**src/rtl/eag_pkg.sv**
```systemverilog
// effective address generator package: register map, control fields, modes, operand kinds
// assumes a 32-bit apb slave with word-aligned registers on the core clock
package eag_pkg;

  // apb register byte offsets
  localparam logic [7:0] REG_CTRL   = 8'h00;
  localparam logic [7:0] REG_XSTART = 8'h04;
  localparam logic [7:0] REG_XEND   = 8'h08;
  localparam logic [7:0] REG_YSTART = 8'h0C;
  localparam logic [7:0] REG_YEND   = 8'h10;
  localparam logic [7:0] REG_STATUS = 8'h14;

  // circular_buffer_control fields
  localparam int unsigned  CTRL_XSEL_LSB = 0;
  localparam int unsigned  CTRL_YSEL_LSB = 4;
  localparam int unsigned  CTRL_YEN_BIT  = 14;
  localparam int unsigned  CTRL_XEN_BIT  = 15;
  localparam logic [15:0]  CTRL_MASK     = 16'hC0FF;
  localparam logic [15:0]  CTRL_RST      = 16'h00FF;
  localparam logic [15:0]  BOUND_RST     = 16'h0000;
  localparam logic [3:0]   SEL_OFF       = 4'hF;

  // status word fields
  localparam int unsigned  STAT_ERR_BIT  = 0;
  localparam int unsigned  STAT_WRAP_BIT = 1;
  localparam int unsigned  STAT_ADDR_LSB = 16;

  // field widths
  localparam int unsigned  FADDR_W  = 13;
  localparam int unsigned  LIT5_W   = 5;
  localparam int unsigned  LITOFF_W = 10;

  // addressing modes
  localparam logic [2:0] M_FILE   = 3'h0;
  localparam logic [2:0] M_REGDIR = 3'h1;
  localparam logic [2:0] M_IND    = 3'h2;
  localparam logic [2:0] M_POST   = 3'h3;
  localparam logic [2:0] M_PRE    = 3'h4;
  localparam logic [2:0] M_IDX    = 3'h5;
  localparam logic [2:0] M_LITOFF = 3'h6;
  localparam logic [2:0] M_LIT5   = 3'h7;

  // address generators
  localparam logic [1:0] SP_XRD = 2'h0;
  localparam logic [1:0] SP_XWR = 2'h1;
  localparam logic [1:0] SP_Y   = 2'h2;

  // operand kinds
  localparam logic [1:0] K_DEFAULT_WORKING_REGISTER = 2'h0;
  localparam logic [1:0] K_MEM  = 2'h1;
  localparam logic [1:0] K_LIT  = 2'h2;

  // dual-operand prefetch pointer set
  localparam logic [3:0] MAC_X_LO = 4'h8;
  localparam logic [3:0] MAC_X_HI = 4'h9;
  localparam logic [3:0] MAC_Y_LO = 4'hA;
  localparam logic [3:0] MAC_Y_HI = 4'hB;
  localparam logic [1:0] MAC_STEP_NONE = 2'h0;

endpackage

```
**src/rtl/eag_agu.sv**
```systemverilog
// effective address generator with x and y circular buffer correction
// assumes decoder presents one request per cycle with pointer values already read;
// apb master on the same clock; results appear one cycle after the request
//
// Operation
// - file register mode uses 13-bit direct address into lowest 8192 bytes
// - first source of three-operand instructions is always register direct
// - second source is working register, memory or 5-bit literal
// - post-modify issues pointer then steps it by a constant
// - pre-modify adds signed constant first and issues the result
// - indexed address is pointer plus base offset register
// - literal offset address is pointer plus instruction literal
// - move source and destination share one 4-bit offset field
// - prefetch pointers limited to registers 8..11; 8,9 x, 10,11 y
// - prefetch indexed only on register 9 in x and 11 in y
// - prefetch supports indirect, indexed, and post-modify by 2, 4, 6
// - one circular buffer in x space and an independent one in y
// - power-of-two buffers check both boundaries, working bidirectionally
// - each buffer bounded by 16-bit start and end registers
// - buffer lengths up to 32K words, 64 Kbytes, are handled
// - pointer select of 15 disables circular correction for that space
// - x correction only for pointer in bits 3:0 with bit 15 set
// - y correction only for pointer in bits 7:4 with bit 14 set
// - correction triggers only past the boundary in the travel direction, or past either one for power-of-two buffers, not on it
// - corrected value written back only in pre or post modify modes
// - y circular addresses always have bit 0 cleared
`timescale 1ns/10ps
module eag_agu (
  input  wire logic        I_CLK_SYS,
  input  wire logic        I_RST,
  input  wire logic        I_PSEL,
  input  wire logic        I_PENABLE,
  input  wire logic        I_PWRITE,
  input  wire logic [7:0]  I_PADDR,
  input  wire logic [31:0] I_PWDATA,
  output logic      [31:0] O_PRDATA,
  output logic             O_PREADY,
  output logic             O_PSLVERR,
  input  wire logic        I_REQ_VALID,
  input  wire logic [2:0]  I_REQ_MODE,
  input  wire logic [1:0]  I_REQ_SPACE,
  input  wire logic        I_REQ_MAC,
  input  wire logic [1:0]  I_REQ_MAC_STEP,
  input  wire logic        I_REQ_MAC_DEC,
  input  wire logic [3:0]  I_REQ_PTR_SEL,
  input  wire logic [15:0] I_REQ_PTR_VAL,
  input  wire logic [3:0]  I_REQ_BASE_SEL,
  input  wire logic [15:0] I_REQ_OFFSET_VAL,
  input  wire logic        I_REQ_MOV_DST,
  input  wire logic [15:0] I_REQ_STEP,
  input  wire logic [9:0]  I_REQ_LIT,
  input  wire logic [12:0] I_REQ_FADDR,
  output logic             O_ADDR_VALID,
  output logic      [15:0] O_ADDR,
  output logic      [1:0]  O_ADDR_SPACE,
  output logic      [1:0]  O_SRC_KIND,
  output logic      [15:0] O_LIT_VAL,
  output logic      [3:0]  O_BASE_SEL,
  output logic             O_WB_EN,
  output logic      [3:0]  O_WB_SEL,
  output logic      [15:0] O_WB_DATA,
  output logic             O_ERR,
  output logic             O_WRAPPED
);

  typedef struct packed {
    logic [15:0] ctrl;
    logic [15:0] xs;
    logic [15:0] xe;
    logic [15:0] ys;
    logic [15:0] ye;
    logic [15:0] off_keep;
    logic        addr_vld;
    logic [15:0] addr;
    logic [1:0]  space;
    logic [1:0]  kind;
    logic [15:0] lit;
    logic [3:0]  base_sel;
    logic        wb_en;
    logic [3:0]  wb_sel;
    logic [15:0] wb_data;
    logic        err;
    logic        wrapped;
  } eag_state_s;

  eag_state_s st_ff;
  eag_state_s nxt_st;

  // buffer length in bytes, 18 bits so a full 64 Kbyte span fits
  function automatic logic [17:0] eag_len(input logic [15:0] lo, input logic [15:0] hi);
    return {2'b00, hi} - {2'b00, lo} + 18'h0_0001;
  endfunction

  function automatic logic eag_pow2(input logic [17:0] len);
    return (len != 18'h0_0000) && ((len & (len - 18'h0_0001)) == 18'h0_0000);
  endfunction

  // returns {wrapped, corrected address}; sum is signed 18-bit
  function automatic logic [16:0] eag_wrap(input logic [17:0] sum, input logic [15:0] lo,
                                           input logic [15:0] hi, input logic dec, input logic both);
    logic [17:0] len;
    logic [17:0] res;
    logic        w;
    len = eag_len(lo, hi);
    res = sum;
    w   = 1'b0;
    if ((!dec || both) && ($signed(sum) > $signed({2'b00, hi}))) begin
      res = sum - len;
      w   = 1'b1;
    end else if ((dec || both) && ($signed(sum) < $signed({2'b00, lo}))) begin
      res = sum + len;
      w   = 1'b1;
    end
    return {w, res[15:0]};
  endfunction

  function automatic logic [17:0] eag_sext16(input logic [15:0] v);
    return {{2{v[15]}}, v};
  endfunction

  // request datapath
  logic        mac_ptr_ok;
  logic        mac_mode_ok;
  logic        mac_bad;
  logic [1:0]  space_eff;
  logic [15:0] mac_mag;
  logic [15:0] step;
  logic [15:0] off_val;
  logic [15:0] litoff;
  logic [17:0] raw_sum;
  logic        dir_dec;
  logic [3:0]  xsel;
  logic [3:0]  ysel;
  logic        x_on;
  logic        y_on;
  logic [15:0] lo;
  logic [15:0] hi;
  logic [16:0] wr;
  logic        mod_on;
  logic [15:0] new_val;
  logic [15:0] ptr_out;
  logic [7:0]  waddr;
  logic        apb_wr;
  logic        apb_hit;

  assign mac_ptr_ok  = (I_REQ_PTR_SEL >= eag_pkg::MAC_X_LO) && (I_REQ_PTR_SEL <= eag_pkg::MAC_Y_HI);
  assign mac_mode_ok = (I_REQ_MODE == eag_pkg::M_IND)
                    || (I_REQ_MODE == eag_pkg::M_POST && I_REQ_MAC_STEP != eag_pkg::MAC_STEP_NONE)
                    || (I_REQ_MODE == eag_pkg::M_IDX
                        && (I_REQ_PTR_SEL == eag_pkg::MAC_X_HI || I_REQ_PTR_SEL == eag_pkg::MAC_Y_HI));
  assign mac_bad     = I_REQ_MAC && !(mac_ptr_ok && mac_mode_ok);
  assign space_eff   = !I_REQ_MAC ? I_REQ_SPACE
                     : (I_REQ_PTR_SEL <= eag_pkg::MAC_X_HI) ? eag_pkg::SP_XRD : eag_pkg::SP_Y;

  // prefetch step of 2, 4 or 6 bytes
  assign mac_mag = {13'h0000, I_REQ_MAC_STEP, 1'b0};
  assign step    = !I_REQ_MAC ? I_REQ_STEP : (I_REQ_MAC_DEC ? (16'h0000 - mac_mag) : mac_mag);

  // a move destination reuses the offset latched with its source
  assign off_val = I_REQ_MOV_DST ? st_ff.off_keep : I_REQ_OFFSET_VAL;
  assign litoff  = {{6{I_REQ_LIT[9]}}, I_REQ_LIT};

  always_comb begin
    case (I_REQ_MODE)
      eag_pkg::M_IDX: begin
        raw_sum = {2'b00, I_REQ_PTR_VAL} + eag_sext16(off_val);
        dir_dec = off_val[15];
      end
      eag_pkg::M_LITOFF: begin
        raw_sum = {2'b00, I_REQ_PTR_VAL} + eag_sext16(litoff);
        dir_dec = litoff[15];
      end
      default: begin
        raw_sum = {2'b00, I_REQ_PTR_VAL} + eag_sext16(step);
        dir_dec = step[15];
      end
    endcase
  end

  assign xsel = st_ff.ctrl[eag_pkg::CTRL_XSEL_LSB +: 4];
  assign ysel = st_ff.ctrl[eag_pkg::CTRL_YSEL_LSB +: 4];
  assign x_on = st_ff.ctrl[eag_pkg::CTRL_XEN_BIT] && (xsel != eag_pkg::SEL_OFF)
             && (I_REQ_PTR_SEL == xsel) && (space_eff != eag_pkg::SP_Y);
  assign y_on = st_ff.ctrl[eag_pkg::CTRL_YEN_BIT] && (ysel != eag_pkg::SEL_OFF)
             && (I_REQ_PTR_SEL == ysel) && (space_eff == eag_pkg::SP_Y);

  // x bounds serve both x generators, read and write
  assign lo = (space_eff == eag_pkg::SP_Y) ? st_ff.ys : st_ff.xs;
  assign hi = (space_eff == eag_pkg::SP_Y) ? st_ff.ye : st_ff.xe;
  assign wr = eag_wrap(raw_sum, lo, hi, dir_dec, eag_pow2(eag_len(lo, hi)));

  assign mod_on  = (x_on || y_on) && (I_REQ_MODE == eag_pkg::M_POST || I_REQ_MODE == eag_pkg::M_PRE
                 || I_REQ_MODE == eag_pkg::M_IDX || I_REQ_MODE == eag_pkg::M_LITOFF);
  assign new_val = mod_on ? {wr[15:1], wr[0] & ~y_on} : raw_sum[15:0];
  assign ptr_out = {I_REQ_PTR_VAL[15:1], I_REQ_PTR_VAL[0] & ~y_on};

  // apb slave, zero wait states
  assign waddr   = I_PADDR;
  assign apb_hit = (waddr == eag_pkg::REG_CTRL) || (waddr == eag_pkg::REG_XSTART)
                || (waddr == eag_pkg::REG_XEND) || (waddr == eag_pkg::REG_YSTART)
                || (waddr == eag_pkg::REG_YEND) || (waddr == eag_pkg::REG_STATUS);
  assign apb_wr  = I_PSEL && I_PENABLE && I_PWRITE;
  assign O_PREADY  = 1'b1;
  assign O_PSLVERR = I_PSEL && I_PENABLE && !apb_hit;

  always_comb begin
    case (waddr)
      eag_pkg::REG_CTRL:   O_PRDATA = {16'h0000, st_ff.ctrl};
      eag_pkg::REG_XSTART: O_PRDATA = {16'h0000, st_ff.xs};
      eag_pkg::REG_XEND:   O_PRDATA = {16'h0000, st_ff.xe};
      eag_pkg::REG_YSTART: O_PRDATA = {16'h0000, st_ff.ys};
      eag_pkg::REG_YEND:   O_PRDATA = {16'h0000, st_ff.ye};
      eag_pkg::REG_STATUS: O_PRDATA = {st_ff.addr, 14'h0000, st_ff.wrapped, st_ff.err};
      default:             O_PRDATA = 32'h0000_0000;
    endcase
  end

  always_comb begin
    nxt_st          = st_ff;
    nxt_st.addr_vld = 1'b0;
    nxt_st.wb_en    = 1'b0;
    nxt_st.err      = 1'b0;
    nxt_st.wrapped  = 1'b0;
    if (apb_wr) begin
      case (waddr)
        eag_pkg::REG_CTRL:   nxt_st.ctrl = I_PWDATA[15:0] & eag_pkg::CTRL_MASK;
        eag_pkg::REG_XSTART: nxt_st.xs   = I_PWDATA[15:0];
        eag_pkg::REG_XEND:   nxt_st.xe   = I_PWDATA[15:0];
        eag_pkg::REG_YSTART: nxt_st.ys   = I_PWDATA[15:0];
        eag_pkg::REG_YEND:   nxt_st.ye   = I_PWDATA[15:0];
        default:             nxt_st.ctrl = st_ff.ctrl;
      endcase
    end
    if (I_REQ_VALID) begin
      nxt_st.space    = space_eff;
      nxt_st.base_sel = I_REQ_BASE_SEL;
      nxt_st.wb_sel   = I_REQ_PTR_SEL;
      nxt_st.kind     = eag_pkg::K_MEM;
      nxt_st.lit      = 16'h0000;
      if (!I_REQ_MOV_DST) begin
        nxt_st.off_keep = I_REQ_OFFSET_VAL;
      end
      case (I_REQ_MODE)
        eag_pkg::M_FILE: begin
          nxt_st.addr_vld = 1'b1;
          nxt_st.addr     = {3'b000, I_REQ_FADDR};
        end
        eag_pkg::M_REGDIR: begin
          nxt_st.kind = eag_pkg::K_DEFAULT_WORKING_REGISTER;
        end
        eag_pkg::M_LIT5: begin
          nxt_st.kind = eag_pkg::K_LIT;
          nxt_st.lit  = {11'h000, I_REQ_LIT[eag_pkg::LIT5_W-1:0]};
        end
        eag_pkg::M_IND: begin
          nxt_st.addr_vld = 1'b1;
          nxt_st.addr     = ptr_out;
        end
        eag_pkg::M_POST: begin
          nxt_st.addr_vld = 1'b1;
          nxt_st.addr     = ptr_out;
          nxt_st.wb_en    = 1'b1;
          nxt_st.wb_data  = new_val;
          nxt_st.wrapped  = mod_on && wr[16];
        end
        eag_pkg::M_PRE: begin
          nxt_st.addr_vld = 1'b1;
          nxt_st.addr     = new_val;
          nxt_st.wb_en    = 1'b1;
          nxt_st.wb_data  = new_val;
          nxt_st.wrapped  = mod_on && wr[16];
        end
        default: begin
          // indexed and literal offset: pointer left untouched
          nxt_st.addr_vld = 1'b1;
          nxt_st.addr     = new_val;
          nxt_st.wrapped  = mod_on && wr[16];
        end
      endcase
      if (mac_bad) begin
        nxt_st.addr_vld = 1'b0;
        nxt_st.wb_en    = 1'b0;
        nxt_st.wrapped  = 1'b0;
        nxt_st.err      = 1'b1;
      end
    end
  end

  always_ff @(posedge I_CLK_SYS) begin
    if (I_RST) begin
      st_ff          <= '0;
      st_ff.ctrl     <= eag_pkg::CTRL_RST;
      st_ff.xs       <= eag_pkg::BOUND_RST;
      st_ff.xe       <= eag_pkg::BOUND_RST;
      st_ff.ys       <= eag_pkg::BOUND_RST;
      st_ff.ye       <= eag_pkg::BOUND_RST;
    end else begin
      st_ff <= nxt_st;
    end
  end

  assign O_ADDR_VALID = st_ff.addr_vld;
  assign O_ADDR       = st_ff.addr;
  assign O_ADDR_SPACE = st_ff.space;
  assign O_SRC_KIND   = st_ff.kind;
  assign O_LIT_VAL    = st_ff.lit;
  assign O_BASE_SEL   = st_ff.base_sel;
  assign O_WB_EN      = st_ff.wb_en;
  assign O_WB_SEL     = st_ff.wb_sel;
  assign O_WB_DATA    = st_ff.wb_data;
  assign O_ERR        = st_ff.err;
  assign O_WRAPPED    = st_ff.wrapped;

  // checks; the x/y enables of zero make the datapath plain
  a_file_direct: assert property (
    @(posedge I_CLK_SYS) disable iff (I_RST)
    (I_REQ_VALID && I_REQ_MODE == eag_pkg::M_FILE)
    |=> (O_ADDR_VALID && O_ADDR == {3'b000, $past(I_REQ_FADDR)}))
    else $error("file register address wrong");

  a_post_issue: assert property (
    @(posedge I_CLK_SYS) disable iff (I_RST)
    (I_REQ_VALID && !I_REQ_MAC && I_REQ_MODE == eag_pkg::M_POST && !y_on)
    |=> (O_ADDR == $past(I_REQ_PTR_VAL) && O_WB_EN && O_WB_SEL == $past(I_REQ_PTR_SEL)))
    else $error("post-modify did not issue old pointer");

  a_pre_issue: assert property (
    @(posedge I_CLK_SYS) disable iff (I_RST)
    (I_REQ_VALID && !I_REQ_MAC && I_REQ_MODE == eag_pkg::M_PRE)
    |=> (O_WB_EN && O_WB_DATA == O_ADDR
         && ($past(x_on) || $past(y_on) || O_ADDR == 16'($past(I_REQ_PTR_VAL) + $past(I_REQ_STEP)))))
    else $error("pre-modify address differs from written pointer");

  a_index_sum: assert property (
    @(posedge I_CLK_SYS) disable iff (I_RST)
    (I_REQ_VALID && !I_REQ_MAC && !I_REQ_MOV_DST && I_REQ_MODE == eag_pkg::M_IDX && !x_on && !y_on)
    |=> (O_ADDR == 16'($past(I_REQ_PTR_VAL) + $past(I_REQ_OFFSET_VAL))))
    else $error("indexed address is not pointer plus offset");

  a_offset_keeps: assert property (
    @(posedge I_CLK_SYS) disable iff (I_RST)
    (I_REQ_VALID && (I_REQ_MODE == eag_pkg::M_IDX || I_REQ_MODE == eag_pkg::M_LITOFF))
    |=> !O_WB_EN)
    else $error("offset mode wrote the pointer back");

  a_mac_ptr_set: assert property (
    @(posedge I_CLK_SYS) disable iff (I_RST)
    (I_REQ_VALID && I_REQ_MAC && (I_REQ_PTR_SEL < eag_pkg::MAC_X_LO || I_REQ_PTR_SEL > eag_pkg::MAC_Y_HI))
    |=> (O_ERR && !O_ADDR_VALID && !O_WB_EN))
    else $error("prefetch pointer outside set accepted");

  a_mac_index: assert property (
    @(posedge I_CLK_SYS) disable iff (I_RST)
    (I_REQ_VALID && I_REQ_MAC && I_REQ_MODE == eag_pkg::M_IDX
     && (I_REQ_PTR_SEL == eag_pkg::MAC_X_LO || I_REQ_PTR_SEL == eag_pkg::MAC_Y_LO))
    |=> O_ERR)
    else $error("prefetch indexed on wrong pointer accepted");

  a_y_align: assert property (
    @(posedge I_CLK_SYS) disable iff (I_RST)
    (I_REQ_VALID && y_on && !mac_bad && I_REQ_MODE != eag_pkg::M_FILE
     && I_REQ_MODE != eag_pkg::M_REGDIR && I_REQ_MODE != eag_pkg::M_LIT5)
    |=> (O_ADDR[0] == 1'b0 && O_ADDR_SPACE == eag_pkg::SP_Y))
    else $error("y circular address not word aligned");

  a_sel_off: assert property (
    @(posedge I_CLK_SYS) disable iff (I_RST)
    (I_REQ_VALID && xsel == eag_pkg::SEL_OFF && space_eff != eag_pkg::SP_Y) |=> !O_WRAPPED)
    else $error("x correction with select 15");

  a_wrap_inside: assert property (
    @(posedge I_CLK_SYS) disable iff (I_RST)
    (I_REQ_VALID && x_on && !mac_bad && I_REQ_MODE == eag_pkg::M_PRE
     && $signed(raw_sum) > $signed({2'b00, st_ff.xe})
     && 18'($signed(raw_sum) - $signed({2'b00, st_ff.xe})) <= eag_len(st_ff.xs, st_ff.xe))
    |=> (O_WRAPPED && O_ADDR >= $past(st_ff.xs) && O_ADDR <= $past(st_ff.xe)))
    else $error("wrapped address left the buffer");

endmodule

```
**config.mk**
```make
export PLATFORM = sky130hd
export DESIGN_NAME = eag_agu
export DESIGN_NICKNAME = d
export VERILOG_FILES = /design/src/rtl/eag_pkg.sv /design/src/rtl/eag_agu.sv
export SDC_FILE = /design/constraint.sdc
export NUM_CORES = 1
export LEC_CHECK = 0
export CORE_MARGIN = 1.5
export CORE_UTILIZATION = 48
export DETAILED_ROUTE_END_ITERATION = 7
export DONT_BUFFER_PORTS = 1
export PLACE_DENSITY = 0.72
export SLEW_MARGIN = 40
export SYNTH_ARGS = -nofsm -noshare
export SYNTH_HDL_FRONTEND = slang
export SYNTH_SLANG_ARGS = --single-unit
```
**constraint.sdc**
```tcl
create_clock -name I_CLK_SYS -period 6.8 [get_ports I_CLK_SYS]
set_clock_uncertainty 0.1 [all_clocks]
set_input_delay 0.68 -clock I_CLK_SYS [delete_from_list [all_inputs] [get_ports I_CLK_SYS]]
set_output_delay 0.68 -clock I_CLK_SYS [all_outputs]
set_load 0.01 [all_outputs]
```
* Yosys cells after proc, flatten, opt, wreduce, memory -nomap -nowiden
Cells that the tools add are included.
Operators by class: add/subtract/negate cells 9, multiply operators 0, divide/modulo/power cells 0, order comparisons 5, eq/ne operators 20, shift operators 0, multiplexer cells 21, bitwise operators 6, reductions and logical operators 55
Operator list (count):
- case mux 32 bit (6 select lines) | 1
- 2-to-1 mux 16 bit | 8
- case mux 17 bit (3 select lines) | 1
- adder 17 x 16 -> 18 bit | 2
- case mux 18 bit (2 select lines) | 1
- logical AND 1 bit | 19
- adder 17 x 10 -> 18 bit | 1
- adder 17 x 2 -> 18 bit, second input constant | 1
- AND 18 bit | 1
- > comparator 18 x 17 -> 1 bit | 1
- zero test 18 bit | 1
- less-than comparator 18 x 17 -> 1 bit | 1
- nonzero test 18 bit | 1
- subtractor 18 x 1 -> 18 bit, second input constant | 1
- subtractor 16 x 16 -> 17 bit | 1
- adder 16 bit | 1
- equality test 8 x 4 -> 1 bit, second input constant | 2
- equality test 8 x 5 -> 1 bit, second input constant | 2
- subtractor 16 bit | 1
- logical OR 1 bit | 14
- AND reduction 2 bit | 7
- equality test 3 bit, second input constant | 4
- equality test 4 bit | 2
- equality test 4 bit, second input constant | 2
- other kinds (24) | 40
Storage, ports and cells: bits in registers 154, latch bits 0, RAM bits 0, memory bits (read-only) 0, input port bits 135, output and inout bits 98, memories kept 0

* Logic depth before layout (Yosys ltp)
Gate-level depths: netlist (run 1).
depth in word-level cells 18, mapped depth 37, gate-level depth less buffers 33

* Least setup slack after synthesis (run 1)
No wires, ideal clock.
path kind input -> register, start point in I_REQ_PTR_SEL[1], end point reg st_ff, in the netlist O_ADDR[10], library setup time 0.130 ns, data arrival time 7.181 ns, required time 6.570 ns, slack -0.611 ns, stages on the path 31, cell sequence buf_2 -> o211a_1 -> nor2_4 -> buf_4 -> clkbuf_1 -> clkbuf_1 -> nand2_1 -> nand2_1 -> inv_1 -> ha_1 -> inv_1 -> ha_1 -> o211ai_1 -> a311oi_1 -> o221ai_2 -> a21oi_1 -> xor2_1 -> nand4_1 -> or3_1 -> xnor2_1 -> inv_2 -> nand4_1 -> or4b_1 -> and3_1 -> buf_6 -> o41ai_4 -> a21boi_2 -> buf_4 -> a221o_1 -> a211oi_2 -> o41ai_2
On the way: word-level cells in the longest chain between the ends 17, elaborated cells on any way between the ends 34, those cells by class add/sub: 5; order compare: 3; eq/ne: 4; mux: 8; bitwise: 1; reduce/logical: 13
Ends and longest elaborated chain:
- start, declared | RTL line eag_agu.sv:45 | input wire logic [3:0] I_REQ_PTR_SEL,
- <= comparator 4 bit | RTL line eag_agu.sv:153 | : (I_REQ_PTR_SEL <= eag_pkg::MAC_X_HI) ? eag_pkg::SP_XRD : eag_pkg::SP_Y;
- 2-to-1 mux 2 bit | RTL line eag_agu.sv:153
- 2-to-1 mux 2 bit | RTL line eag_agu.sv:152 | assign space_eff = !I_REQ_MAC ? I_REQ_SPACE
- equality test 2 bit | RTL line eag_agu.sv:185, eag_agu.sv:188, eag_agu.sv:189
- 2-to-1 mux 16 bit, on equally long branches | RTL line eag_agu.sv:189, eag_agu.sv:188
- subtractor 16 x 16 -> 17 bit | RTL line eag_agu.sv:91 | return {2'b00, hi} - {2'b00, lo} + 18'h0_0001;
- adder 17 x 2 -> 18 bit | RTL line eag_agu.sv:91
- subtractor 18 x 1 -> 18 bit | RTL line eag_agu.sv:95 | return (len != 18'h0_0000) && ((len & (len - 18'h0_0001)) == 18'h0_0000);
- AND 18 bit | RTL line eag_agu.sv:95
- zero test 18 bit | RTL line eag_agu.sv:95
- logical AND 1 bit | RTL line eag_agu.sv:95
- logical OR 1 bit | RTL line eag_agu.sv:110 | end else if ((dec || both) && ($signed(sum) < $signed({2'b00, lo}))) begin
- logical AND 1 bit | RTL line eag_agu.sv:110
- 2-to-1 mux 16 bit | RTL line eag_agu.sv:110
- 2-to-1 mux 16 bit | RTL line eag_agu.sv:107 | if ((!dec || both) && ($signed(sum) > $signed({2'b00, hi}))) begin
- 2-to-1 mux 16 bit * | RTL line eag_agu.sv:194 | assign new_val = mod_on ? {wr[15:1], wr[0] & ~y_on} : raw_sum[15:0];
- case mux 17 bit (3 select lines) * | RTL line eag_agu.sv:243 | case (I_REQ_MODE)
- end signal, assigned | RTL line eag_agu.sv:298 | st_ff <= nxt_st;
- end, declared | RTL line eag_agu.sv:86 | eag_state_s st_ff;
Every way passes the cells marked *; elsewhere a longest branch is shown, timed or not. A chain may end at the register's enable or synchronous reset.

* Final worst setup path (run 1)
start point in I_REQ_MAC_STEP[0], end point reg st_ff, in the netlist O_ADDR[0]
On the way: word-level cells in the longest chain between the ends 12, elaborated cells on any way between the ends 18, those cells by class add/sub: 2; order compare: 2; mux: 8; bitwise: 1; reduce/logical: 5
Ends and longest elaborated chain:
- start, declared | RTL line eag_agu.sv:43 | input wire logic [1:0] I_REQ_MAC_STEP,
- subtractor 1 x 3 -> 4 bit | RTL line eag_agu.sv:157 | assign step = !I_REQ_MAC ? I_REQ_STEP : (I_REQ_MAC_DEC ? (16'h0000 - mac_mag) : mac_mag);
- 2-to-1 mux 16 bit * (2 in a row) | RTL line eag_agu.sv:157
- adder 17 x 16 -> 18 bit | RTL line eag_agu.sv:174 | raw_sum = {2'b00, I_REQ_PTR_VAL} + eag_sext16(step);
- case mux 18 bit (2 select lines) | RTL line eag_agu.sv:164 | case (I_REQ_MODE)
- less-than comparator 18 x 17 -> 1 bit | RTL line eag_agu.sv:110
- logical AND 1 bit | RTL line eag_agu.sv:110
- 2-to-1 mux 16 bit | RTL line eag_agu.sv:110
- 2-to-1 mux 16 bit * | RTL line eag_agu.sv:107
- AND 1 bit * | RTL line eag_agu.sv:194
- 2-to-1 mux 16 bit * | RTL line eag_agu.sv:194
- case mux 17 bit (3 select lines) * | RTL line eag_agu.sv:243
Marked as above.

==> summary.md, run 1 <==
| Metric | Value |
|---|---|
| Status | `finished clean` |
| Root Buffer | `clkbuf_16` |
| # port buffers | `0` |
| Drt initial violations | `1312` |
| Mean Syn Cell Area | `7.37 um^2` |
| Clock Latency Late Sink | `450 ps` |
| Cells after Synth | `1765` |
| Max Freq | `0.155 GHz` |
| Core box area | `26800 um^2` |
| Leakage power | `5.82 nW` |
| Initial Utilization | `0.486` |
| DR DRC count | `0` |
| HP Class | `in -> reg` |
| Share of cells above drive strength 1 | `0.131` |
| Io pins | `233` |
| Total number of yosys warnings | `0` |
| Worst Max-Slew Pin Slew | `905 ps` |
| CP arrival | `6730 ps` |
| Chip width | `168 um` |
| CTS Buffer Depth | `2` |
| Final instance area | `14300 um^2` |
| Final WL | `42900 um` |
| Post-DR vias/cell | `6.21` |
| PnR worst setup slack | `350 ps` |
| Sequential share of the synthesized area | `0.220` |
| H-tree depth | `4` |
| Yosys reg bits | `143` |
| First-pass GRT wire length | `65400 um` |
| GRT Util Overall | `0.294` |
| Hold Buf Count CTS | `0` |
| Final worst path period need | `6450 ps` |
| CP Launch Type | `primary input` |
| CTS tree | `built` |
| Critical path's slowest cell | `xnor2_1` |
| GPL Wtd Cong | `0.945` |
| Clock-pin transition on the worst setup and hold timing paths | `80 ps` |
| Top cells by area, synth | `dfxtp_1 (22%), ha_1 (8.7%), nand2_1 (8.3%), a21oi_1 (8.1%), mux2i_1 (4.5%)` |
| Routed Antenna Nets | `0` |
| Relative max-transition margin | `0.396` |
| Power share of the combinational group | `0.374` |
| Commonest cells after routing, fill and taps aside | `nand2_1 (289), a21oi_1 (209), dfxtp_1 (143)` |
| Commonest non-fill, non-tap cell in the layout | `nand2_1` |
| Synthesis-to-layout area growth | `9.80%` |
| Antenna violations before repair | `0` |
| N_diodes | `0` |
| Core Util, Final | `0.533` |
| Drt pass-1 iters | `6` |
| Ys flop type | `dfxtp_1` |
| Nets | `1988` |
| Post-synth top area share | `0.220` |
| # setup viols final | `0` |
| NetSw | `1.17 mW` |
| Post-Syn Area | `13000 um^2` |
| Die H | `168 um` |
| Worst Path Max Fanout | `3` |
| Pint | `1.88 mW` |
| Clk pwr share | `0.334` |
| Hpwl dp | `32100 um` |
| CTS Buf Count | `17` |
| Largest net degree at the start of global routing | `149` |
| Critical Path End Type | `flop` |
| Min Hold Slack | `190 ps` |
| Max Cap Viol | `0` |
| Switch share | `0.383` |
| Crit path buf inv count | `3` |
| CP top delay family | `compound AO/OA/AOI/OAI gates` |
| Netlist cell types | `105` |
| Proportion of power drawn by flip-flops and latches | `0.292` |
| Worst path required time | `7080 ps` |
| Post-synth ARST share | `0` |
| Die Area | `28100 um^2` |
| Std-Cell Rows | `60` |
| Reg2Reg Setup Slack | `590 ps` |
| Clock Sinks | `143` |
| Gr ovfl total | `0` |
| Peak VDD IR | `162 uV` |
| CP Class | `in -> reg` |
| CP peak stage delay | `510 ps` |
| Hold Vio Cnt, Final | `0` |
| DR WL/cell | `20.3 um` |
| Vias in the first global route | `12200` |
| Via count | `13100` |
| Pwr dens | `214 nW/um^2` |
| Pre-CTS setup slack | `-309 ps` |
| Post-DP Area | `13600 um^2` |
| Yosys top cell by area | `dfxtp_1` |
| Max-slew violation count | `0` |
| Fin crit share | `0.948` |
| Post-synth EDFFs | `0` |
## timing repair
action                                  4_1_cts  5_1_grt
endpoints found under the setup margin        0       32
setup buffers                                 0        2
gates resized for setup                       0       25
## cell type report
type / count / area, um^2
clock buffer: 17 / 425
clock inverter: 15 / 183
fill: 2526 / 12500
inverter: 77 / 289
multi-input combinational: 1399 / 9170
sequential: 143 / 2860
tap: 341 / 427
timing repair buffer: 122 / 928
## worst reg2reg max path, delay by kind of cell (launching register included)
kind                     cells  cell delay, ps
buffers and inverters        2             290
flip-flops                   1             320
AO/OA/AOI/OAI               17            3190
AND/OR/NAND/NOR              5             680
XOR/XNOR                     1             510
adder cells (fa/ha/maj)      2             680
multiplexers                 2             380
## cell usage after synthesis (all sizes together), types with 5 or more instances
cell type,n
o211ai,24
clkbuf,75
xnor2,51
a21oi,211
inv,77
nand3b,18
mux2i,58
a21boi,6
nand4,12
a211oi,26
dfxtp,143
a211o,16
o21bai,24
nand3,29
nor4,8
o21ai,86
and3,9
or3,10
and2,26
mux2,12
nand2,290
o21ba,6
buf,81
nand2b,23
a221o,14
nor2b,16
a31oi,13
o221ai,5
o21a,9
o22ai,11
a21o,19
maj3,6
a2111oi,5
nor2,114
nor3,37
o31ai,6
ha,90
a22oi,11
or2,6
xor2,15
a311oi,6
## metal layers
layer,GRT usage,wire [um],vias up
li1,-,-,6183
met1,0.380,17900,6201
met2,0.473,19600,636
met3,0.0633,3840,108
met4,0.121,1570,0
met5,0,0,-
## worst paths after layout
kind | from | end | cells after the start
max | I_REQ_MAC_STEP[0] | O_ADDR[0] | 33
min | I_RST | O_WB_DATA[4] | 1
max reg2reg | st_ff[66] | O_ADDR[0] | 29
min reg2reg | st_ff[76] | st_ff[76] | 2
## through the flow
| stage | cells | power, mW | TNS, ps |
|---|---|---|---|
| 2_1_floorplan | 1775 | 1.72 | 0 |
| 3_3_place_gp | 2080 | 1.96 | -923 |
| 3_5_place_dp | 2080 | 1.99 | -5450 |
| 4_1_cts | 2112 | 2.99 | 0 |
| 5_1_grt | 2114 | 3.18 | -22.4 |
| 6_report | 2114 | 3.05 | 0 |
## power groups by stage
stage	Clock (mW)	Combinational, mW	Sequential, mW
2_1_floorplan	0	0.823	0.892
3_3_place_gp	0	1.05	0.910
3_5_place_dp	0	1.08	0.910
4_1_cts	1.01	1.09	0.891
5_1_grt	1.04	1.24	0.894
6_report	1.02	1.14	0.891
## sequential cells by signal, indices dropped and copies added, names as in the netlist, 2 cells and up
register / count
O_BASE_SEL: 4
O_WB_DATA: 16
O_WB_SEL: 4
O_ADDR_SPACE: 2
O_LIT_VAL: 5
O_ADDR: 16
st_ff: 90
O_SRC_KIND: 2
## cell families after synthesis
| family | Yosys count | share of synthesized area |
|---|---|---|
| fa+ha+maj | 99 | 0.0960 |
| other cells | 2 | 0.000577 |
| mux | 70 | 0.0553 |
| simple gates | 616 | 0.222 |
| xor+xnor | 67 | 0.0467 |
| flops | 143 | 0.220 |
| buf+inv | 233 | 0.0888 |
| compound gates | 535 | 0.270 |
Power figures use the tool's default switching activity.
==> inputs of run 2 (changes only) <==
BUFFER_PORTS_ARGS = -buffer_cell sky130_fd_sc_hd__clkbuf_2   (was unset)
CORE_UTILIZATION = 45   (was 48)
DONT_BUFFER_PORTS = unset   (was 1)
MAX_ROUTING_LAYER = met4   (was unset)
PLACE_DENSITY = 0.76   (was 0.72)
==> run 2 against run 1 <==
Die area is 6.5% higher. Critical path depth down 2. Maximum frequency down 2.2%. Final cell count grew 16%. Total power increased by 4.3%. Combinational power rose by 15%. Flip-flop and latch count is the same. First-iteration DRC count rose by 5.0%. Clock power barely moved. Highest routed layer unchanged.
==> summary.md, run 2 (synthesis gave the netlist of run 1 again) <==
| Metric | Value |
|---|---|
| # setup viols final | `0` |
| CP Launch Type | `primary input` |
| Post-DP Area | `15400 um^2` |
| Non-Filler Instances | `2462` |
| Leakage power | `7.21 nW` |
| Peak VDD IR | `170 uV` |
| Via count | `14300` |
| Drt initial violations | `1378` |
| Gr ovfl total | `0` |
| Hpwl dp | `34200 um` |
| CTS Buffer Depth | `2` |
| Relative max-transition margin | `0.428` |
| Vias in the first global route | `13500` |
| Worst path required time | `7000 ps` |
| GRT Util Overall | `0.293` |
| Io pins | `233` |
| Synthesis-to-layout area growth | `24.9%` |
| Max Cap Viol | `0` |
| Final instance area | `16200 um^2` |
| Hold Vio Cnt, Final | `0` |
| Fin crit share | `0.970` |
| GPL Wtd Cong | `0.967` |
| Drt pass-1 iters | `6` |
| Register area | `2860 um^2` |
| Clock Sinks | `143` |
| Nets | `2294` |
| First-pass GRT wire length | `69700 um` |
| Initial Utilization | `0.456` |
| Std-Cell Rows | `62` |
| CP peak stage delay | `480 ps` |
| Reg2Reg Setup Slack | `610 ps` |
| Clock-pin transition on the worst setup and hold timing paths | `70 ps` |
| Final WL | `44400 um` |
| Core Util, Final | `0.569` |
| PnR worst setup slack | `204 ps` |
| N_diodes | `0` |
| Antenna violations before repair | `0` |
| Most used cell, CP | `buf_4` |
| Placed Cells | `2430` |
| Status | `finished clean` |
| # port buffers | `204` |
| Die H | `173 um` |
| Worst Max-Slew Pin Slew | `851 ps` |
| CP arrival | `6790 ps` |
| DR WL/cell | `18.0 um` |
| Share of cells above drive strength 1 | `0.266` |
| Post-DR vias/cell | `5.80` |
| Clock Latency Late Sink | `440 ps` |
| Pwr dens | `196 nW/um^2` |
| Routed Antenna Nets | `0` |
| Max-slew violation count | `0` |
| Setup TNS | `0 ps` |
| Worst Path Max Fanout | `9` |
| Core box area | `28500 um^2` |
| Largest reg by FF count | `st_ff` |
| Max Freq | `0.152 GHz` |
| Root Buffer | `clkbuf_16` |
| CP Class | `in -> reg` |
| H-tree depth | `4` |
| Die Area | `29900 um^2` |
| Area of the multi-input gates | `9290 um^2` |
| Chip width | `173 um` |
| Commonest non-fill, non-tap cell in the layout | `nand2_1` |
| HP Class | `reg -> reg` |
| CTS Buf Count | `17` |
| DR DRC count | `0` |
| Max reg flops | `90` |
| Fillers | `2729` |
| Largest net degree at the start of global routing | `88` |
| CTS tree | `built` |
| Commonest cells after routing, fill and taps aside | `nand2_1 (288), buf_4 (221), a21oi_1 (205)` |
| Final worst path period need | `6600 ps` |
| Critical Path End Type | `flop` |
| Pre-CTS setup slack | `-441 ps` |
| Critical path's slowest cell | `or4b_1` |
==> run 2: changes by cell type in the layout (fill, tap and decap cells not counted), moves of 4 or more <==
| cell | change |
|---|---|
| inv_8 | -6 |
| clkbuf_2 | +202 |
| o21ai_1 | +4 |
| a21oi_2 | +4 |
| mux2i_1 | -4 |
| a21oi_1 | -4 |
| buf_4 | +100 |
| mux2i_2 | +4 |
| o21ai_0 | -4 |
==> run 2: final cells by class <==
cell class / instances / area share
Sequential cell: 143 / 0.176
Multi-Input combinational cell: 1399 / 0.572
Tap cell: 384 / 0.0296
Inverter: 77 / 0.0178
Clock inverter: 13 / 0.00939
Timing Repair Buffer: 428 / 0.168
Clock buffer: 18 / 0.0270
==> run 2: critical path, delay by kind of cell <==
| kind | cells | cell delay, ps |
|---|---|---|
| AND/OR/NAND/NOR | 11 | 2340 |
| AO/OA/AOI/OAI | 8 | 2050 |
| buffers and inverters | 9 | 1190 |
| adder cells (fa/ha/maj) | 2 | 390 |
| XOR/XNOR | 1 | 160 |
==> run 2: final timing paths <==
path                   from        end  cells after the start
setup / recovery  I_REQ_MAC  O_ADDR[9]                     31
hold reg to reg   st_ff[79]  st_ff[79]                      2
hold / removal    st_ff[79]  st_ff[79]                      2
setup reg to reg  st_ff[64]  O_ADDR[9]                     32
==> run 2: metrics by stage <==
step | total power [mW] | hold slack, ps
finish | 3.18 | 359
detailed placement | 2.14 | 348
global route | 3.34 | 381
global placement | 2.11 | 338
floorplan | 1.72 | 333
CTS | 3.13 | 358
==> run 2: what timing repair did <==
| action | 4_1_cts | 5_1_grt |
|---|---|---|
| pin swaps | 0 | 12 |
| buffers inserted | 0 | 1 |
| setup endpoints to repair | 1 | 32 |
| resized for setup | 1 | 58 |
| hold buffers | 0 | 0 |
==> run 2: routing by layer <==
metal  GRT usage  wire [um]
met5           -          0
met4       0.103       1370
met3      0.0409       3030
met2       0.476      21000
met1       0.373      19000
==> run 2: power by group <==
group | internal (mW) | switching, mW | total (mW)
Sequential | 0.862 | 0.0167 | 0.879
Clock | 0.557 | 0.434 | 0.991
Combinational | 0.581 | 0.733 | 1.31
==> inputs of run 3 (changes only) <==
PLACE_DENSITY = 0.74   (was 0.76)
clock period = 8 ns   (was 6.8 ns; I/O delays follow)
==> run 3 against run 2 <==
First-iteration DRC count fell by 2.6%. Cell area fell by 10%. Non-clock buffer count decreased by 185. Sequential share of layout area grew 2.0 points. Critical path depth is 5 lower. Final cell count is 7.5% lower. Wire length shrank 6.5%. Global-route usage down 1.6 points. Setup slack improved by 390 ps. Flip-flop and latch count unchanged. Highest routed layer unchanged.
==> summary.md, run 3 (synthesis gave the netlist of run 1 again) <==
| Metric | Value |
|---|---|
| Max reg flops | `90` |
| Max Freq | `0.135 GHz` |
| Die Area | `29900 um^2` |
| Nets | `2109` |
| HP Class | `reg -> reg` |
| Final worst path period need | `7410 ps` |
| Proportion of power drawn by flip-flops and latches | `0.291` |
| Fin crit share | `0.926` |
| Clk pwr share | `0.331` |
| Switch share | `0.396` |
| N_diodes | `0` |
| Root Buffer | `clkbuf_16` |
| Worst Path Max Fanout | `12` |
| Die H | `173 um` |
| Std-Cell Rows | `62` |
| Drt initial violations | `1342` |
| Min Hold Slack | `357 ps` |
| Max-slew violation count | `0` |
| Clock-pin transition on the worst setup and hold timing paths | `80 ps` |
| CP arrival | `7660 ps` |
| Clock Latency Late Sink | `440 ps` |
| Hold Vio Cnt, Final | `0` |
| Peak VDD IR | `156 uV` |
| GPL Wtd Cong | `0.954` |
| Core box area | `28500 um^2` |
| Fillers | `2829` |
| Hpwl dp | `31800 um` |
| CP Launch Type | `primary input` |
| Placed Cells | `2246` |
| Routed Antenna Nets | `0` |
| RSZ-0062 raised after global routing | `false` |
| Commonest cells after routing, fill and taps aside | `nand2_1 (289), a21oi_1 (211), clkbuf_2 (203)` |
| Non-Filler Instances | `2278` |
| NetSw | `1.01 mW` |
| Post-DR vias/cell | `5.94` |
| Critical Path End Type | `flop` |
| Pwr dens | `175 nW/um^2` |
| Gr ovfl total | `0` |
| Clock Sinks | `143` |
| GRT Util Overall | `0.278` |
| Hold Buf Count CTS | `0` |
| CTS Buf Count | `17` |
| Relative max-transition margin | `0.409` |
| # setup viols final | `0` |
| Share of cells above drive strength 1 | `0.177` |
| CTS Buffer Depth | `2` |
| PnR worst setup slack | `594 ps` |
| Worst path required time | `8250 ps` |
| Status | `finished clean` |
| CTS tree | `built` |
| Power share of the combinational group | `0.378` |
| First-pass GRT wire length | `65900 um` |
| Via count | `13500` |
| Max Cap Viol | `0` |
| Final WL | `41500 um` |
| Setup TNS | `0 ps` |
| Largest net degree at the start of global routing | `81` |
| Pint | `1.55 mW` |
| Synthesis-to-layout area growth | `12.4%` |
| Post-CTS Setup Repair Bufs | `0` |
| Pre-CTS setup slack | `221 ps` |
| Pwr Total | `2.56 mW` |
| CP Class | `in -> reg` |
| Commonest non-fill, non-tap cell in the layout | `nand2_1` |
| Leakage power | `6.27 nW` |
| Worst Max-Slew Pin Slew | `880 ps` |
| Drt pass-1 iters | `5` |
| Vias in the first global route | `12800` |
| # port buffers | `204` |
| Largest reg by FF count | `st_ff` |
| H-tree depth | `4` |
| DR DRC count | `0` |
| Antenna violations before repair | `0` |
| Chip width | `173 um` |
| Initial Utilization | `0.456` |
| Io pins | `233` |
| DR WL/cell | `18.2 um` |
==> run 3: critical path: stages <==
cell      delay, ps
clkbuf_2        190
or3b_4          470
nand2_4          90
nand2_1          50
nand2_1         100
inv_1            50
ha_1            240
inv_1            80
ha_1            250
o211ai_1        130
a311oi_1        470
o221ai_2        300
a21oi_1         350
xor2_1          400
nand4_1         220
or3_1           470
xnor2_1         200
inv_2           110
nand4_1         110
or4b_1          480
and3_1          300
o32a_1          420
a21boi_2        590
a21oi_1         300
a211o_1         360
a21oi_1         130
==> run 3: through the flow <==
| step | utilization | instance area [um^2] |
|---|---|---|
| 5_1_grt | 0.512 | 14600 |
| 4_1_cts | 0.512 | 14600 |
| 6_report | 0.512 | 14600 |
| 3_3_place_gp | 0.490 | 14000 |
| 2_1_floorplan | - | 13100 |
| 3_5_place_dp | 0.491 | 14000 |
==> run 3: final timing paths <==
kind,start,end,slack (ps),cells past startpoint
hold / removal,st_ff[71],st_ff[71],360,2
setup reg to reg,st_ff[97],O_ADDR[8],1150,21
hold reg to reg,st_ff[71],st_ff[71],360,2
setup / recovery,I_REQ_MAC,O_ADDR[8],590,26
==> run 3: area by class of cell <==
class / instances / area [um^2] / area share
inverter: 77 / 289 / 0.0198
clock inverter: 15 / 191 / 0.0131
sequential: 143 / 2860 / 0.196
tap: 384 / 480 / 0.0328
clock buffer: 17 / 425 / 0.0291
timing repair buffer: 243 / 1330 / 0.0908
multi-input combinational: 1399 / 9050 / 0.619
==> run 3: power groups by stage <==
stage	clock [mW]	combinational [mW]	sequential [mW]
after detailed placement	0	0.944	0.763
after CTS	0.851	0.952	0.746
after global routing	0.882	1.06	0.749
after global placement	0	0.923	0.761
after floorplan	0	0.697	0.758
final	0.846	0.968	0.746
==> run 3: routing by layer <==
layer | part of all wire | routed length [um] | GRT usage | up-vias
met2 | 0.46 | 19100 | 0.446 | 670
met1 | 0.44 | 18100 | 0.359 | 6314
met3 | 0.071 | 2940 | 0.0328 | 109
met4 | 0.033 | 1370 | 0.104 | 0
li1 | - | - | - | 6440
met5 | 0 | 0 | - | -
==> run 3: timing repair <==
action / CTS / global route
setup endpoints to repair: 0 / 4
endpoints found under the hold margin: 0 / 0
gates resized for setup: 0 / 1
